[src/hdl/dmm_ctl_pkg.sv]
// constants, register map and state encoding of the multimeter converter control
package dmm_ctl_pkg;
    // clock and timing
    localparam int CLK_HZ = 40_000_000;
    localparam int TONE_HIGH_HZ = 4096;
    localparam int TONE_LOW_HZ = 2048;
    localparam int CONV_CYCLES = 1638;
    localparam int INTEG_MAINS50 = 655;
    localparam int INTEG_MAINS60 = 545;
    localparam int INTEG_SHRINK = 5;
    localparam int LOAD_DELAY = 21;
    localparam int CNT_W = 11;
    // bus and register layout
    localparam int ADDR_W = 3;
    localparam int DATA_W = 4;
    localparam int DIGITS = 5;
    localparam logic [ADDR_W-1:0] ADDR_STATUS = 3'h5;
    localparam logic [ADDR_W-1:0] ADDR_CTL_RUN = 3'h0;
    localparam logic [ADDR_W-1:0] ADDR_CTL_FILT = 3'h1;
    localparam logic [ADDR_W-1:0] ADDR_CTL_RANGE = 3'h2;
    localparam logic [ADDR_W-1:0] ADDR_CTL_INPUT = 3'h3;
    localparam logic [ADDR_W-1:0] ADDR_CTL_GAIN = 3'h4;
    // control register 0
    localparam int BIT_HOLD = 3;
    localparam int BIT_TONE = 2;
    localparam int BIT_BEEP = 1;
    localparam int BIT_STANDBY = 0;
    // control register 1
    localparam int BIT_RANGE0 = 3;
    localparam int BIT_FILT_SHORT = 2;
    localparam int BIT_DIV5 = 1;
    localparam int BIT_MAINS = 0;
    // control register 3
    localparam int BIT_DC = 3;
    localparam int BIT_EXTERNAL_AC_BIT = 2;
    localparam int BIT_DIV_SENSE = 1;
    localparam int BIT_OHMS = 0;
    // control register 4
    localparam int BIT_CURRENT = 3;
    localparam int BIT_DOUBLE = 2;
    localparam int BIT_ZERO = 1;
    localparam int BIT_FILT_ON = 0;
    // status register
    localparam int ST_ALWAYS1 = 3;
    localparam int ST_CONT = 2;
    localparam int ST_RUNNING = 1;
    localparam int ST_LOWBAT = 0;
    // result coding
    localparam int RES_W = 17;
    localparam logic [RES_W-1:0] RESULT_MODULUS = 17'h186A0;
    localparam logic [DATA_W-1:0] CTL_GAIN_RESET = 4'h1;
    localparam logic [DATA_W-1:0] CTL_OTHER_RESET = 4'h0;

    typedef enum logic [1:0] {S_HOLD, S_INTEG, S_DEINT, S_LOAD} conv_state_t;
endpackage : dmm_ctl_pkg

[src/hdl/beeper_tone.sv]
// beeper square wave divider with two selectable tones
`timescale 1ns/1ps
`default_nettype none
module beeper_tone
    import dmm_ctl_pkg::*;
#(
    parameter int CLOCK_HZ = CLK_HZ
) (
    // clock and reset
    input wire logic clk_sys,
    input wire logic rst_n,
    // control
    input wire logic tone_high,
    input wire logic beep_en,
    // pin
    output logic beep_out
);
    localparam int HALF_HIGH = CLOCK_HZ / (2 * TONE_HIGH_HZ);
    localparam int HALF_LOW = CLOCK_HZ / (2 * TONE_LOW_HZ);
    localparam int DIV_W = $clog2(HALF_LOW + 1);

    typedef struct packed {
        logic [DIV_W-1:0] div;
        logic wave;
    } tone_st_t;

    tone_st_t st_ff;
    tone_st_t nxt_st;

    always_comb begin
        nxt_st = st_ff;
        // both tones come from the same clock; each half period is rounded down to whole clock cycles
        if (!beep_en) begin
            nxt_st.div = '0;
            nxt_st.wave = 1'b0;
        end else if (st_ff.div >= DIV_W'(tone_high ? HALF_HIGH - 1 : HALF_LOW - 1)) begin // RULE9
            nxt_st.div = '0;
            nxt_st.wave = ~st_ff.wave;
        end else begin
            nxt_st.div = st_ff.div + DIV_W'(1);
        end
    end

    always_ff @(posedge clk_sys or negedge rst_n) begin
        if (!rst_n) begin
            st_ff <= '0;
        end else begin
            st_ff <= nxt_st;
        end
    end

    assign beep_out = st_ff.wave & beep_en; // RULE10
endmodule : beeper_tone
`default_nettype wire

[src/hdl/dmm_adc_register_control.sv]
// register file, conversion sequencer and control outputs of the multimeter converter
// What this block does
// RULE1: results are tens-wrapped BCD, single zero code
// RULE2: registers 0 to 4 hold digits, low first
// RULE3: continuity bit latches any threshold crossing
// RULE4: reading status clears the continuity latch
// RULE5: D0 follows low battery, D3 reads one
// RULE6: running bit low while held
// RULE7: hold set stops after the next conversion
// RULE8: hold cleared starts conversion next cycle
// RULE9: tone bit picks 4096 or 2048 Hz
// RULE10: beeper driven only while enabled
// RULE11: standby powers analog down, clock keeps running
// RULE12: range bits drive attenuator switches
// RULE13: range bits act only with divider sense
// RULE14: mains bit picks 655 or 545 cycles
// RULE15: doubling uses second resistor during integration
// RULE16: divide-by-five shortens integration fivefold
// RULE17: ohms bit selects resistance measurement
// RULE18: zero bit shorts inputs for next conversion
// RULE19: filter enable and bypass select filter setup
// RULE20: direct coupling bit picks DC or AC
// RULE21: current input when sense low, current set
// RULE22: control copies to active rank on 21st cycle
// RULE23: in hold the second rank is transparent
`timescale 1ns/1ps
`default_nettype none
module dmm_adc_register_control
    import dmm_ctl_pkg::*;
#(
    parameter int CLOCK_HZ = CLK_HZ
) (
    // clock and reset
    input wire logic clk_sys,
    input wire logic rst_n,
    // host bus pins
    input wire logic [ADDR_W-1:0] bus_addr,
    input wire logic rd_n,
    input wire logic wr_n,
    input wire logic [DATA_W-1:0] bus_d_in,
    output logic [DATA_W-1:0] bus_d_out,
    output logic bus_d_oe,
    output logic eoc,
    // analog front end
    input wire logic signed [RES_W-1:0] deint_count,
    input wire logic continuity_below,
    input wire logic low_battery,
    output logic integrating,
    output logic analog_power_down,
    output logic [4:0] range_switch,
    output logic direct_400mv_sel,
    output logic current_sel,
    output logic ohms_mode,
    output logic direct_coupling_bit,
    output logic external_ac_bit,
    output logic inputs_shorted,
    output logic mains_rate_bit,
    output logic filter_enable,
    output logic filter_resistor_first_bypass,
    output logic integrator_resistor_first,
    output logic integrator_resistor_second,
    // beeper pin
    output logic beep_out
);
    typedef logic [DIGITS-1:0][DATA_W-1:0] rank_t;

    typedef struct packed {
        logic [ADDR_W-1:0] addr_s1;
        logic [ADDR_W-1:0] addr_s2;
        logic [DATA_W-1:0] data_s1;
        logic [DATA_W-1:0] data_s2;
        logic wr_s1;
        logic wr_s2;
        logic wr_s3;
        logic rd_s1;
        logic rd_s2;
        logic rd_s3;
        logic cont_s1;
        logic cont_s2;
        logic bat_s1;
        logic bat_s2;
        rank_t shadow;
        rank_t active;
        conv_state_t state;
        logic [CNT_W-1:0] cnt;
        logic zero_conv;
        logic eoc;
        rank_t result;
        logic cont_latch;
        logic [DATA_W-1:0] rd_data;
        logic rd_oe;
    } ctl_st_t;

    localparam rank_t CTL_RESET = {CTL_GAIN_RESET, CTL_OTHER_RESET, CTL_OTHER_RESET,
                                   CTL_OTHER_RESET, CTL_OTHER_RESET};
    localparam ctl_st_t ST_RESET = '{shadow: CTL_RESET, active: CTL_RESET, state: S_HOLD, default: '0};
    localparam int DEINT_BASE = CONV_CYCLES - LOAD_DELAY;

    ctl_st_t st_ff;
    ctl_st_t nxt_st;

    // wrap negative counts into the upper half so that minus one reads all nines
    function automatic rank_t to_bcd(input logic signed [RES_W-1:0] raw);
        logic [RES_W-1:0] bin;
        logic [RES_W+DIGITS*DATA_W-1:0] sh;
        bin = raw[RES_W-1] ? RESULT_MODULUS + $unsigned(raw) : $unsigned(raw); // RULE1
        sh = {{(DIGITS*DATA_W){1'b0}}, bin};
        for (int i = 0; i < RES_W; i++) begin
            for (int d = 0; d < DIGITS; d++) begin
                if (sh[RES_W+d*DATA_W +: DATA_W] > 4'h4) begin
                    sh[RES_W+d*DATA_W +: DATA_W] = sh[RES_W+d*DATA_W +: DATA_W] + 4'h3;
                end
            end
            sh = sh << 1;
        end
        return sh[RES_W +: DIGITS*DATA_W];
    endfunction : to_bcd

    function automatic logic [CNT_W-1:0] integ_len(input rank_t ctl);
        int len;
        len = ctl[ADDR_CTL_FILT][BIT_MAINS] ? INTEG_MAINS50 : INTEG_MAINS60; // RULE14
        if (ctl[ADDR_CTL_FILT][BIT_DIV5]) begin
            len = len / INTEG_SHRINK; // RULE16
        end
        return CNT_W'(len);
    endfunction : integ_len

    logic wr_done;
    logic rd_done;
    logic status_read;

    assign wr_done = st_ff.wr_s3 & ~st_ff.wr_s2;
    assign rd_done = st_ff.rd_s3 & ~st_ff.rd_s2;
    assign status_read = rd_done & (st_ff.addr_s2 == ADDR_STATUS);

    always_comb begin
        nxt_st = st_ff;
        // pins cross into the clock domain through two flops each
        nxt_st.addr_s1 = bus_addr;
        nxt_st.addr_s2 = st_ff.addr_s1;
        nxt_st.data_s1 = bus_d_in;
        nxt_st.data_s2 = st_ff.data_s1;
        nxt_st.wr_s1 = ~wr_n;
        nxt_st.wr_s2 = st_ff.wr_s1;
        nxt_st.wr_s3 = st_ff.wr_s2;
        nxt_st.rd_s1 = ~rd_n;
        nxt_st.rd_s2 = st_ff.rd_s1;
        nxt_st.rd_s3 = st_ff.rd_s2;
        nxt_st.cont_s1 = continuity_below;
        nxt_st.cont_s2 = st_ff.cont_s1;
        nxt_st.bat_s1 = low_battery;
        nxt_st.bat_s2 = st_ff.bat_s1;

        // the write takes effect when the strobe ends, with the address still held
        if (wr_done && st_ff.addr_s2 < ADDR_W'(DIGITS)) begin
            nxt_st.shadow[st_ff.addr_s2] = st_ff.data_s2;
        end

        // a crossing in the clearing cycle survives the read
        nxt_st.cont_latch = st_ff.cont_s2 | (st_ff.cont_latch & ~status_read); // RULE3 RULE4

        unique case (st_ff.state)
            S_HOLD: begin
                nxt_st.active = nxt_st.shadow; // RULE23
                nxt_st.eoc = 1'b0;
                if (!nxt_st.active[ADDR_CTL_RUN][BIT_HOLD]) begin // RULE8
                    nxt_st.state = S_INTEG;
                    nxt_st.cnt = '0;
                    nxt_st.zero_conv = nxt_st.active[ADDR_CTL_GAIN][BIT_ZERO]; // RULE18
                end
            end

            S_INTEG: begin
                nxt_st.cnt = st_ff.cnt + CNT_W'(1);
                if (st_ff.cnt == integ_len(st_ff.active) - CNT_W'(1)) begin
                    nxt_st.state = S_DEINT;
                end
            end

            S_DEINT: begin
                nxt_st.cnt = st_ff.cnt + CNT_W'(1);
                // the front end count is final in this cycle
                if (st_ff.cnt == CNT_W'(DEINT_BASE - 1)) begin
                    nxt_st.result = to_bcd(deint_count); // RULE1 RULE2
                    nxt_st.eoc = 1'b1;
                    nxt_st.state = S_LOAD;
                    nxt_st.cnt = CNT_W'(1);
                end
            end

            S_LOAD: begin
                nxt_st.cnt = st_ff.cnt + CNT_W'(1);
                if (st_ff.cnt == CNT_W'(LOAD_DELAY)) begin
                    nxt_st.active = nxt_st.shadow; // RULE22
                    nxt_st.eoc = 1'b0;
                    nxt_st.cnt = '0;
                    // a hold written before the load stops here, after the finished conversion
                    if (nxt_st.active[ADDR_CTL_RUN][BIT_HOLD]) begin // RULE7
                        nxt_st.state = S_HOLD;
                    end else begin
                        nxt_st.state = S_INTEG;
                        nxt_st.zero_conv = nxt_st.active[ADDR_CTL_GAIN][BIT_ZERO]; // RULE18
                    end
                end
            end
        endcase

        // read data is registered; status is assembled from live flags
        nxt_st.rd_oe = st_ff.rd_s2;
        if (st_ff.addr_s2 == ADDR_STATUS) begin
            nxt_st.rd_data[ST_ALWAYS1] = 1'b1; // RULE5
            nxt_st.rd_data[ST_CONT] = st_ff.cont_latch; // RULE3
            nxt_st.rd_data[ST_RUNNING] = (st_ff.state != S_HOLD); // RULE6
            nxt_st.rd_data[ST_LOWBAT] = st_ff.bat_s2; // RULE5
        end else if (st_ff.addr_s2 < ADDR_W'(DIGITS)) begin
            nxt_st.rd_data = st_ff.result[st_ff.addr_s2]; // RULE2
        end else begin
            nxt_st.rd_data = '0;
        end
    end

    always_ff @(posedge clk_sys or negedge rst_n) begin
        if (!rst_n) begin
            st_ff <= ST_RESET;
        end else begin
            st_ff <= nxt_st;
        end
    end

    // outputs from the active rank
    logic [DATA_W-1:0] c_run;
    logic [DATA_W-1:0] c_filt;
    logic [DATA_W-1:0] c_range;
    logic [DATA_W-1:0] c_input;
    logic [DATA_W-1:0] c_gain;
    logic converting;

    assign c_run = st_ff.active[ADDR_CTL_RUN];
    assign c_filt = st_ff.active[ADDR_CTL_FILT];
    assign c_range = st_ff.active[ADDR_CTL_RANGE];
    assign c_input = st_ff.active[ADDR_CTL_INPUT];
    assign c_gain = st_ff.active[ADDR_CTL_GAIN];
    assign converting = (st_ff.state == S_INTEG) || (st_ff.state == S_DEINT);

    assign bus_d_out = st_ff.rd_data;
    assign bus_d_oe = st_ff.rd_oe;
    assign eoc = st_ff.eoc;
    assign integrating = (st_ff.state == S_INTEG);
    assign analog_power_down = c_run[BIT_STANDBY]; // RULE11
    assign range_switch = {c_range, c_filt[BIT_RANGE0]} & {5{c_input[BIT_DIV_SENSE]}}; // RULE12 RULE13
    assign direct_400mv_sel = ~c_input[BIT_DIV_SENSE] & ~c_gain[BIT_CURRENT]; // RULE21
    assign current_sel = ~c_input[BIT_DIV_SENSE] & c_gain[BIT_CURRENT]; // RULE21
    assign ohms_mode = c_input[BIT_OHMS]; // RULE17
    assign direct_coupling_bit = c_input[BIT_DC]; // RULE20
    assign external_ac_bit = c_input[BIT_EXTERNAL_AC_BIT]; // RULE20
    assign inputs_shorted = st_ff.zero_conv & converting; // RULE18
    assign mains_rate_bit = c_filt[BIT_MAINS];
    // the undefined 00 setting is passed through as written; avoiding it is up to software
    assign filter_enable = c_gain[BIT_FILT_ON]; // RULE19
    assign filter_resistor_first_bypass = c_filt[BIT_FILT_SHORT]; // RULE19
    assign integrator_resistor_first = ~(c_gain[BIT_DOUBLE] & integrating); // RULE15
    assign integrator_resistor_second = 1'b1;

    beeper_tone #(
        .CLOCK_HZ(CLOCK_HZ)
    ) u_beeper (
        .clk_sys(clk_sys),
        .rst_n(rst_n),
        .tone_high(c_run[BIT_TONE]), // RULE9
        .beep_en(c_run[BIT_BEEP]), // RULE10
        .beep_out(beep_out)
    );

    // length of the integration phase so far, for the period check
    logic [CNT_W-1:0] integ_run_h;
    always_ff @(posedge clk_sys or negedge rst_n) begin
        if (!rst_n) begin
            integ_run_h <= '0;
        end else begin
            integ_run_h <= integrating ? integ_run_h + CNT_W'(1) : '0;
        end
    end
endmodule : dmm_adc_register_control
`default_nettype wire

[config.mk]
export PLATFORM = sky130hd
export DESIGN_NAME = dmm_adc_register_control
export DESIGN_NICKNAME = d
export VERILOG_FILES = /design/src/hdl/dmm_ctl_pkg.sv /design/src/hdl/beeper_tone.sv /design/src/hdl/dmm_adc_register_control.sv
export SDC_FILE = /design/constraint.sdc
export NUM_CORES = 1
export LEC_CHECK = 0
export ABC_AREA = 1
export BUFFER_PORTS_ARGS = -buffer_cell sky130_fd_sc_hd__buf_2
export CAP_MARGIN = 5
export CELL_PAD_IN_SITES_DETAIL_PLACEMENT = 1
export CELL_PAD_IN_SITES_GLOBAL_PLACEMENT = 1
export CORE_MARGIN = 10
export CORE_UTILIZATION = 41
export DETAILED_ROUTE_END_ITERATION = 8
export GPL_TIMING_DRIVEN = 0
export PLACE_DENSITY_LB_ADDON = 0.1
export SETUP_SLACK_MARGIN = 0.05
export SYNTH_ARGS = -nofsm -noshare
export SYNTH_HDL_FRONTEND = slang
export SYNTH_SLANG_ARGS = --single-unit
[constraint.sdc]
create_clock -name clk_sys -period 2.2 [get_ports clk_sys]
set_input_delay 0.44 -clock clk_sys [delete_from_list [all_inputs] [get_ports clk_sys]]
set_output_delay 0.44 -clock clk_sys [all_outputs]
set_load 0.02 [all_outputs]
==> results.cfg, run 1 <==
[route]
wl_per_cell_um = 17.2
vias = 9495
drt_iter0_markers = 427
drtPass1Iterations = 4
vias_per_cell = 5.25
ant_nets = 0
drc = 0
routed_wirelength_mm = 31.2

[global_routing]
grt_max_degree = 101
antenna_found_initial = 0
grt_usage_pct = 18.7
grt_pass1_wl_mm = 45.9
grt_pass1_vias = 9819
overflow = 0

[layout]
finalNonFillerCells = 1810
n_antenna_cell = 0
area_delta_synth_final_pct = 43.5
nFillCells = 2626
layout-drive-gt1-share_pct = 44.2
multi_input_area_sq_um = 6850
fin_area_sq_um = 13200
nNetsFinal = 1599
seq_area_sq_um = 2940

[clocking]
clk_latency_ps = 420
clk_pin_slew_ps = 70
clockBufferDepth = 2
cts_sinks = 117
numCtsBuffers = 17
cts_root_buf = clkbuf_16
cts_max_level = 4
cts_tree = yes

[sta]
fmax_mhz = 124
hold_ws_ps = 120
fin_crit_sh_pct = 367
tightestPinTransition_ps = 614
fin_crit_ps = 8070
setup_viol = 19
hold_viol_final = 0
max_slew_margin_pct = 58.9
finalSetupTns_ps = -107920
skew_ps = 13.6
drv_slew = 0
worst_slack_ps = -5870
rsz0062_at_grt = yes

[placed_design]
dp_cells = 1622
place_congestion = 0.822
port_buffers = 53
dp_hpwl_mm = 17.8
place_area_sq_um = 10200

[floorplan]
die_w_um = 170
fp.dieH_um = 170
rows = 54
core_area_sq_um = 22000
ios = 55
start_util_pct = 42.0
die_area_sq_um = 28900

[critical_path]
max_stage_delay_ps = 290
cp.arrival_ps = 8370
cpMostUsedCell = nand2_2
critPathKind = in2reg
cp_max_fo = 6
slowest_stage = xor2_1
worstPathRequired_ps = 2500
critPathLaunchType = input pin
worstSetupEndpointType = register

[job]
drv_cap = 0

[yosys]
yosys.cell_types.count = 56
synth_area_leader_cell = dfrtp_1
synth_cells = 1286
synth_area_sq_um = 9220
synth-seq-area-share_pct = 31.8
ys_ff_latch = 117
ys_warn_count = 0
ys_async_sr_fraction_pct = 100
ys.flop_type = dfrtp_1
avgSynthCellArea_sq_um = 7.17
synth_edf_count = 0
synth_top_area_share_pct = 31.2
ys_top_cells_by_area = dfrtp_1 31%, nand2_1 14%, nand3_1 7.1%, ha_1 7.1%, inv_1 6.8%

[run_status]
violations = negative setup slack
status = finished with violations

[hold_path]
holdCritPathClass = in2reg
-- cells in the final DEF (no fill, tap or decap), types with 12 or more instances in the layout --
cell type / synthesis / final
nand2_2: 71 / 101
ha_4: 0 / 16
nand3_1: 131 / 90
buf_2: 1 / 50
clkbuf_16: 0 / 17
buf_4: 7 / 151
nand4_1: 14 / 14
o21ai_1: 21 / 20
dfrtp_1: 115 / 107
nand3_2: 22 / 42
mux2_2: 14 / 14
ha_1: 52 / 30
a21oi_1: 25 / 15
nand2_1: 333 / 272
inv_2: 27 / 49
nor2_1: 68 / 47
xor2_1: 16 / 15
nor2_2: 2 / 13
o21ai_2: 7 / 14
inv_4: 1 / 12
o21ai_0: 56 / 43
buf_6: 0 / 13
inv_1: 168 / 135
nand3_4: 1 / 22
nand2_4: 23 / 50
-- flip-flops by register name, indices dropped and copies added (netlist names) --
name	cells
eoc	1
u_beeper.st_ff	15
c_filt	4
bus_d_oe	1
bus_d_out	4
c_input	4
c_range	4
c_run	3
c_gain	3
st_ff	65
nxt_st	13
-- cell type report --
| cell class | instances | area share [%] |
|---|---|---|
| Multi-Input combinational cell | 955 | 51.8 |
| Tap cell | 280 | 2.65 |
| Buffer | 13 | 0.757 |
| Sequential cell | 117 | 22.2 |
| Clock inverter | 15 | 1.45 |
| Inverter | 201 | 5.98 |
| Clock buffer | 17 | 3.22 |
| Timing Repair Buffer | 212 | 11.9 |
-- synth_stat cells, types with 2 or more instances --
master	n
nand2_1	333
inv_1	168
nand3_1	131
dfrtp_1	115
nand2_2	71
nor2_1	68
o21ai_0	56
ha_1	52
inv_2	27
a21oi_1	25
nand2_4	23
nand3_2	22
nor3_1	21
o21ai_1	21
xor2_1	16
mux2_2	14
nand4_1	14
xnor2_1	9
o211ai_1	8
buf_4	7
clkbuf_1	7
o21ai_2	7
nand3b_1	6
o2111ai_1	6
o21bai_1	6
nor4_1	5
and2_1	4
clkinv_1	4
o21a_1	4
a21oi_2	3
o31ai_1	3
and3_1	2
conb_1	2
dfstp_2	2
nor2_2	2
o22ai_1	2
-- kinds of logic (layout without fill, tap and decap cells) --
family,after synthesis,count (layout),share of synthesized area [%]
xor+xnor,26,26,2.55
fa+ha+maj,52,52,7.06
buf+inv,216,458,9.14
mux,14,14,1.71
compound gates,147,147,9.55
other cells,2,4,0.0815
flops,117,117,31.8
simple gates,712,712,38.1
-- stage by stage --
stage	util [%]	worst slack (ps)
finish	60.2	-5870
global route	60.2	-6340
CTS	55.2	-5450
detailed placement	46.5	-6510
global placement	46.4	-6310
floorplan	-	-5330
-- metal layers --
metal	routed length, um	track usage (%)	share of wire, %
met5	0	0	0
met2	17000	34.9	54
met1	12900	21.7	42
met3	682	2.64	2.2
met4	579	5.19	1.9
-- critical path, delay by kind of cell --
family,cells,cell delay (ps)
and+or+nand+nor,47,5240
adders and majority gates,10,1660
xor gates and xnor gates,1,290
buffers and inverters,9,730
-- worst paths after layout --
| check | from | slack (ps) | endpoint | cells after the start |
|---|---|---|---|---|
| max in group asynchronous | rst_n | 1030 | st_ff[77] | 3 |
| min reg2reg | nxt_st[86] | 340 | nxt_st[0] | 0 |
| max reg2reg | c_filt[1] | 10 | st_ff[40] | 10 |
| min | bus_addr[2] | 120 | nxt_st[101] | 1 |
| max | deint_count[5] | -5870 | st_ff[13] | 67 |
| min in group asynchronous | rst_n | 420 | u_beeper.st_ff[5] | 2 |
-- timing repair --
| item | in CTS | in global routing |
|---|---|---|
| resized for setup | 133 | 171 |
| gates cloned | 1 | 0 |
| buffers inserted | 98 | 58 |
| endpoints found under the setup margin | 63 | 67 |
| pin swaps | 92 | 105 |
| hold buffers | 1 | 0 |
| hold endpoints to repair | 17 | 0 |
Power of run 1 is not shown: default switching activity piles up to over one toggle a cycle in this logic, so the estimate is an artifact.
==> run 2, diff against run 1 <==
==> constraint.sdc (replaced) <==
create_clock -name clk_sys -period 7 [get_ports clk_sys]
set_input_delay 1.4 -clock clk_sys [delete_from_list [all_inputs] [get_ports clk_sys]]
set_output_delay 1.4 -clock clk_sys [all_outputs]
set_load 0.02 [all_outputs]
==> results.cfg, run 2 (synthesis results as in run 1) <==
[hold_path]
holdPathEnd = st_ff[83]
min-delay-start = nxt_st[83]
holdPathStages = 0
holdCritPathClass = reg2reg

[placed_design]
dp_hpwl_mm = 17.7
place_ws_ps = -2640
place_area_sq_um = 10200
place_congestion = 0.814
port_buffers = 53

[layout]
largest_reg_flops = 65
nNetsFinal = 1539
layout-drive-gt1-share_pct = 36.2
final_common_cell = nand2_1
regMostFlops = st_ff
nFillCells = 2717
fin_area_sq_um = 12400
final_cell_mix = 274 x nand2_1, 145 x inv_1, 115 x dfrtp_1
n_antenna_cell = 0
area_delta_synth_final_pct = 34.0
postLayoutCoreUtil_pct = 56.3

[route]
drtPass1Iterations = 4
vias_per_cell = 5.15
ant_nets = 0
routed_wirelength_mm = 27.3
wl_per_cell_um = 15.6
drt_iter0_markers = 449
drc = 0
vias = 9013

[clocking]
clockBufferDepth = 2
clk_latency_ps = 410
clk_pin_slew_ps = 60
cts_sinks = 117
cts_tree = yes
cts_max_level = 4
numCtsBuffers = 17
cts_root_buf = clkbuf_16

[critical_path]
worstReg2RegStart = st_ff[99]
worstSetupEndpointType = register
rr_endpoint = st_ff[36]
cp_max_fo = 5
rr_worst_depth = 9
critPathLaunchType = input pin
cp.arrival_ps = 9290
critPathKind = in2reg
cpMostUsedCell = nand2_4
worstPathRequired_ps = 7300
max_stage_delay_ps = 280
r2r_setup_slack_ps = 3670
slowest_stage = nand3b_1

[sta]
max_slew_margin_pct = 41.9
worst_slack_ps = -1980
drv_slew = 0
fin_crit_sh_pct = 128
rsz0062_at_grt = yes
tightestPinTransition_ps = 872
hold_ws_ps = 349
setup_viol = 19
skew_ps = 9.06
hold_viol_final = 0
fin_crit_ps = 8980
fmax_mhz = 111

[global_routing]
grt_max_degree = 100
grt_usage_pct = 17.7
antenna_found_initial = 0
grt_pass1_wl_mm = 43.7
grt_pass1_vias = 9466
overflow = 0

[floorplan]
die_w_um = 170
fp.dieH_um = 170
ios = 55
start_util_pct = 42.0
core_area_sq_um = 22000
rows = 54
die_area_sq_um = 28900

[run_status]
status = finished with violations
violations = negative setup slack

[job]
drv_cap = 0
run 2: changes by cell type in the layout (fill, tap and decap cells not counted), moves of 10 or more:
cell | before | now
buf_4 | 151 | 97
nor2_1 | 47 | 64
nor2_2 | 13 | 1
nor3_1 | 9 | 21
nand2_2 | 101 | 90
inv_1 | 135 | 145
nand2_4 | 50 | 60
o21ai_0 | 43 | 53
run 2: worst max-delay path, delay by kind of cell:
kind | cells | cell delay (ps)
AOI/OAI and AO/OA | 1 | 130
adders and majority gates | 10 | 1610
and+or+nand+nor | 51 | 5360
buffers and inverters | 10 | 720
run 2: what timing repair did:
| item | 4_1_cts | 5_1_grt |
|---|---|---|
| resized for setup | 87 | 104 |
| hold buffers | 0 | 0 |
| setup endpoints to repair | 19 | 19 |
| pin swaps | 73 | 52 |
| setup buffers | 65 | 31 |
run 2: worst max path at each step:
stage	startpoint	endpoint	slack, ps	cells past startpoint
after global placement	deint_count[5]	st_ff[18]	-2430	75
after floorplan	deint_count[5]	st_ff[8]	-1490	71
after global routing	deint_count[7]	st_ff[12]	-2440	72
after detailed placement	deint_count[5]	st_ff[18]	-2640	74
after CTS	deint_count[5]	st_ff[12]	-1590	71
final	deint_count[5]	st_ff[13]	-1980	72
run 2: area by class of cell:
class	count	area [sq um]	share of cell area, %
Tap cell	280	350	2.84
Clock buffer	17	425	3.44
Clock inverter	15	158	1.28
Multi-Input combinational cell	955	6550	53.0
Sequential cell	117	2930	23.7
Buffer	15	83.8	0.679
Inverter	201	776	6.28
Timing Repair Buffer	150	1080	8.72
run 2: metal layers:
metal	global-route usage, %	up-vias	share of wire [%]
met1	21.0	4363	44
met3	2.15	38	2.1
met5	0	-	0
li1	-	4500	-
met4	5.03	0	1.7
met2	32.7	112	53
run 2: metrics by stage:
stage               setup TNS [ps]  cells
finish                      -34050   1750
global route                -42410   1750
CTS                         -26370   1719
detailed placement          -44350   1622
global placement            -40500   1621
floorplan                   -24120   1288
Power of run 2 is left out for the same reason.
==> run 3, diff against run 2 <==
--- a/config.mk
+++ b/config.mk
@@ -6,7 +6,7 @@
 export NUM_CORES = 1
 export LEC_CHECK = 0
 export ABC_AREA = 1
-export BUFFER_PORTS_ARGS = -buffer_cell sky130_fd_sc_hd__buf_2
+export BUFFER_PORTS_ARGS = -buffer_cell sky130_fd_sc_hd__buf_4
 export CAP_MARGIN = 5
 export CELL_PAD_IN_SITES_DETAIL_PLACEMENT = 1
 export CELL_PAD_IN_SITES_GLOBAL_PLACEMENT = 1
==> results.cfg, run 3 (synthesis results as in run 1) <==
[run_status]
status = finished with violations
violations = negative setup slack

[route]
drtPass1Iterations = 4
drc = 0
vias_per_cell = 5.05
vias = 8833
drt_iter0_markers = 428
wl_per_cell_um = 14.3
routed_wirelength_mm = 25.0
ant_nets = 0

[sta]
skew_ps = 8.08
fin_crit_ps = 8730
hold_viol_final = 0
fmax_mhz = 114
rsz0062_at_grt = yes
max_slew_margin_pct = 42.2
finalSetupTns_ps = -28790
hold_ws_ps = 347
tightestPinTransition_ps = 867
worst_slack_ps = -1730
drv_slew = 0
fin_crit_sh_pct = 125
setup_viol = 19

[floorplan]
core_area_sq_um = 22000
die_w_um = 170
die_area_sq_um = 28900
rows = 54
fp.dieH_um = 170
start_util_pct = 42.0
ios = 55

[critical_path]
max_stage_delay_ps = 240
cp.arrival_ps = 9040
critPathKind = in2reg
slowest_stage = or2_1
cp_max_fo = 5
worstReg2RegStart = st_ff[99]
rr_worst_depth = 9
critPathLaunchType = input pin
worstSetupEndpointType = register
worstPathRequired_ps = 7310
cp_top_family = simple AND/OR/NAND/NOR gates
critical_path_depth = 71
endpoint = st_ff[11]
rr_endpoint = st_ff[36]
cpMostUsedCell = nand2_2
crit_path_start = deint_count[6]
r2r_setup_slack_ps = 3830
worst-path-buf-inv = 9

[clocking]
numCtsBuffers = 17
cts_root_buf = clkbuf_16
clk_pin_slew_ps = 60
cts_max_level = 4
cts_sinks = 117
clk_latency_ps = 420
clockBufferDepth = 2
cts_tree = yes

[layout]
seq_area_sq_um = 2930
nNetsFinal = 1539
n_antenna_cell = 0
final_common_cell = nand2_1
area_delta_synth_final_pct = 32.4
final_cell_mix = 277 x nand2_1, 150 x inv_1, 148 x buf_4
nFillCells = 2734
multi_input_area_sq_um = 6290
largest_reg_flops = 65
regMostFlops = st_ff
postLayoutCoreUtil_pct = 55.5
layout-drive-gt1-share_pct = 34.8

[placed_design]
port_buffers = 53
place_ws_ps = -2610
dp_hpwl_mm = 17.5
place_congestion = 0.815

[global_routing]
antenna_found_initial = 0
grt_usage_pct = 17.4
overflow = 0
grt_pass1_wl_mm = 42.9
grt_max_degree = 101
grt_pass1_vias = 9296

[hold_path]
holdCritPathClass = reg2reg

[job]
drv_cap = 0
run 3: per-stage QoR:
stage,cell area (sq um),std cells
after floorplan,9560,1288
after global placement,10300,1621
after detailed placement,10300,1622
after CTS,11800,1726
after global routing,12200,1750
final,12200,1750
run 3: how the worst min path moves through the flow:
stage	from	endpoint	slack, ps	cells after the start
after global routing	nxt_st[86]	nxt_st[0]	360	0
after CTS	nxt_st[83]	st_ff[83]	350	0
after global placement	nxt_st[83]	st_ff[83]	330	0
after floorplan	nxt_st[86]	nxt_st[0]	330	0
after detailed placement	nxt_st[86]	nxt_st[0]	340	0
final	nxt_st[83]	st_ff[83]	350	0
run 3: metal layers:
metal	part of all wire, %	wire length, um	track usage (%)
met5	0	0	0
met3	2.0	496	2.41
met2	52	13100	31.9
met1	45	11200	21.1
met4	1.0	250	4.00
run 3: cell type report:
type	instances	area share, %
repair buffers	150	9.70
flip-flops and latches	117	24.0
clock inverters	15	1.29
multi-input cells	955	51.5
clock buffers	17	3.49
inverters	201	6.38
plain buffers	15	0.687
well taps	280	2.87
run 3: what timing repair did:
item,4_1_cts,5_1_grt
resized for setup,89,48
pin swaps,77,66
setup buffers,72,24
setup endpoints to repair,19,19
hold buffers,0,0
Power of run 3 is left out for the same reason.
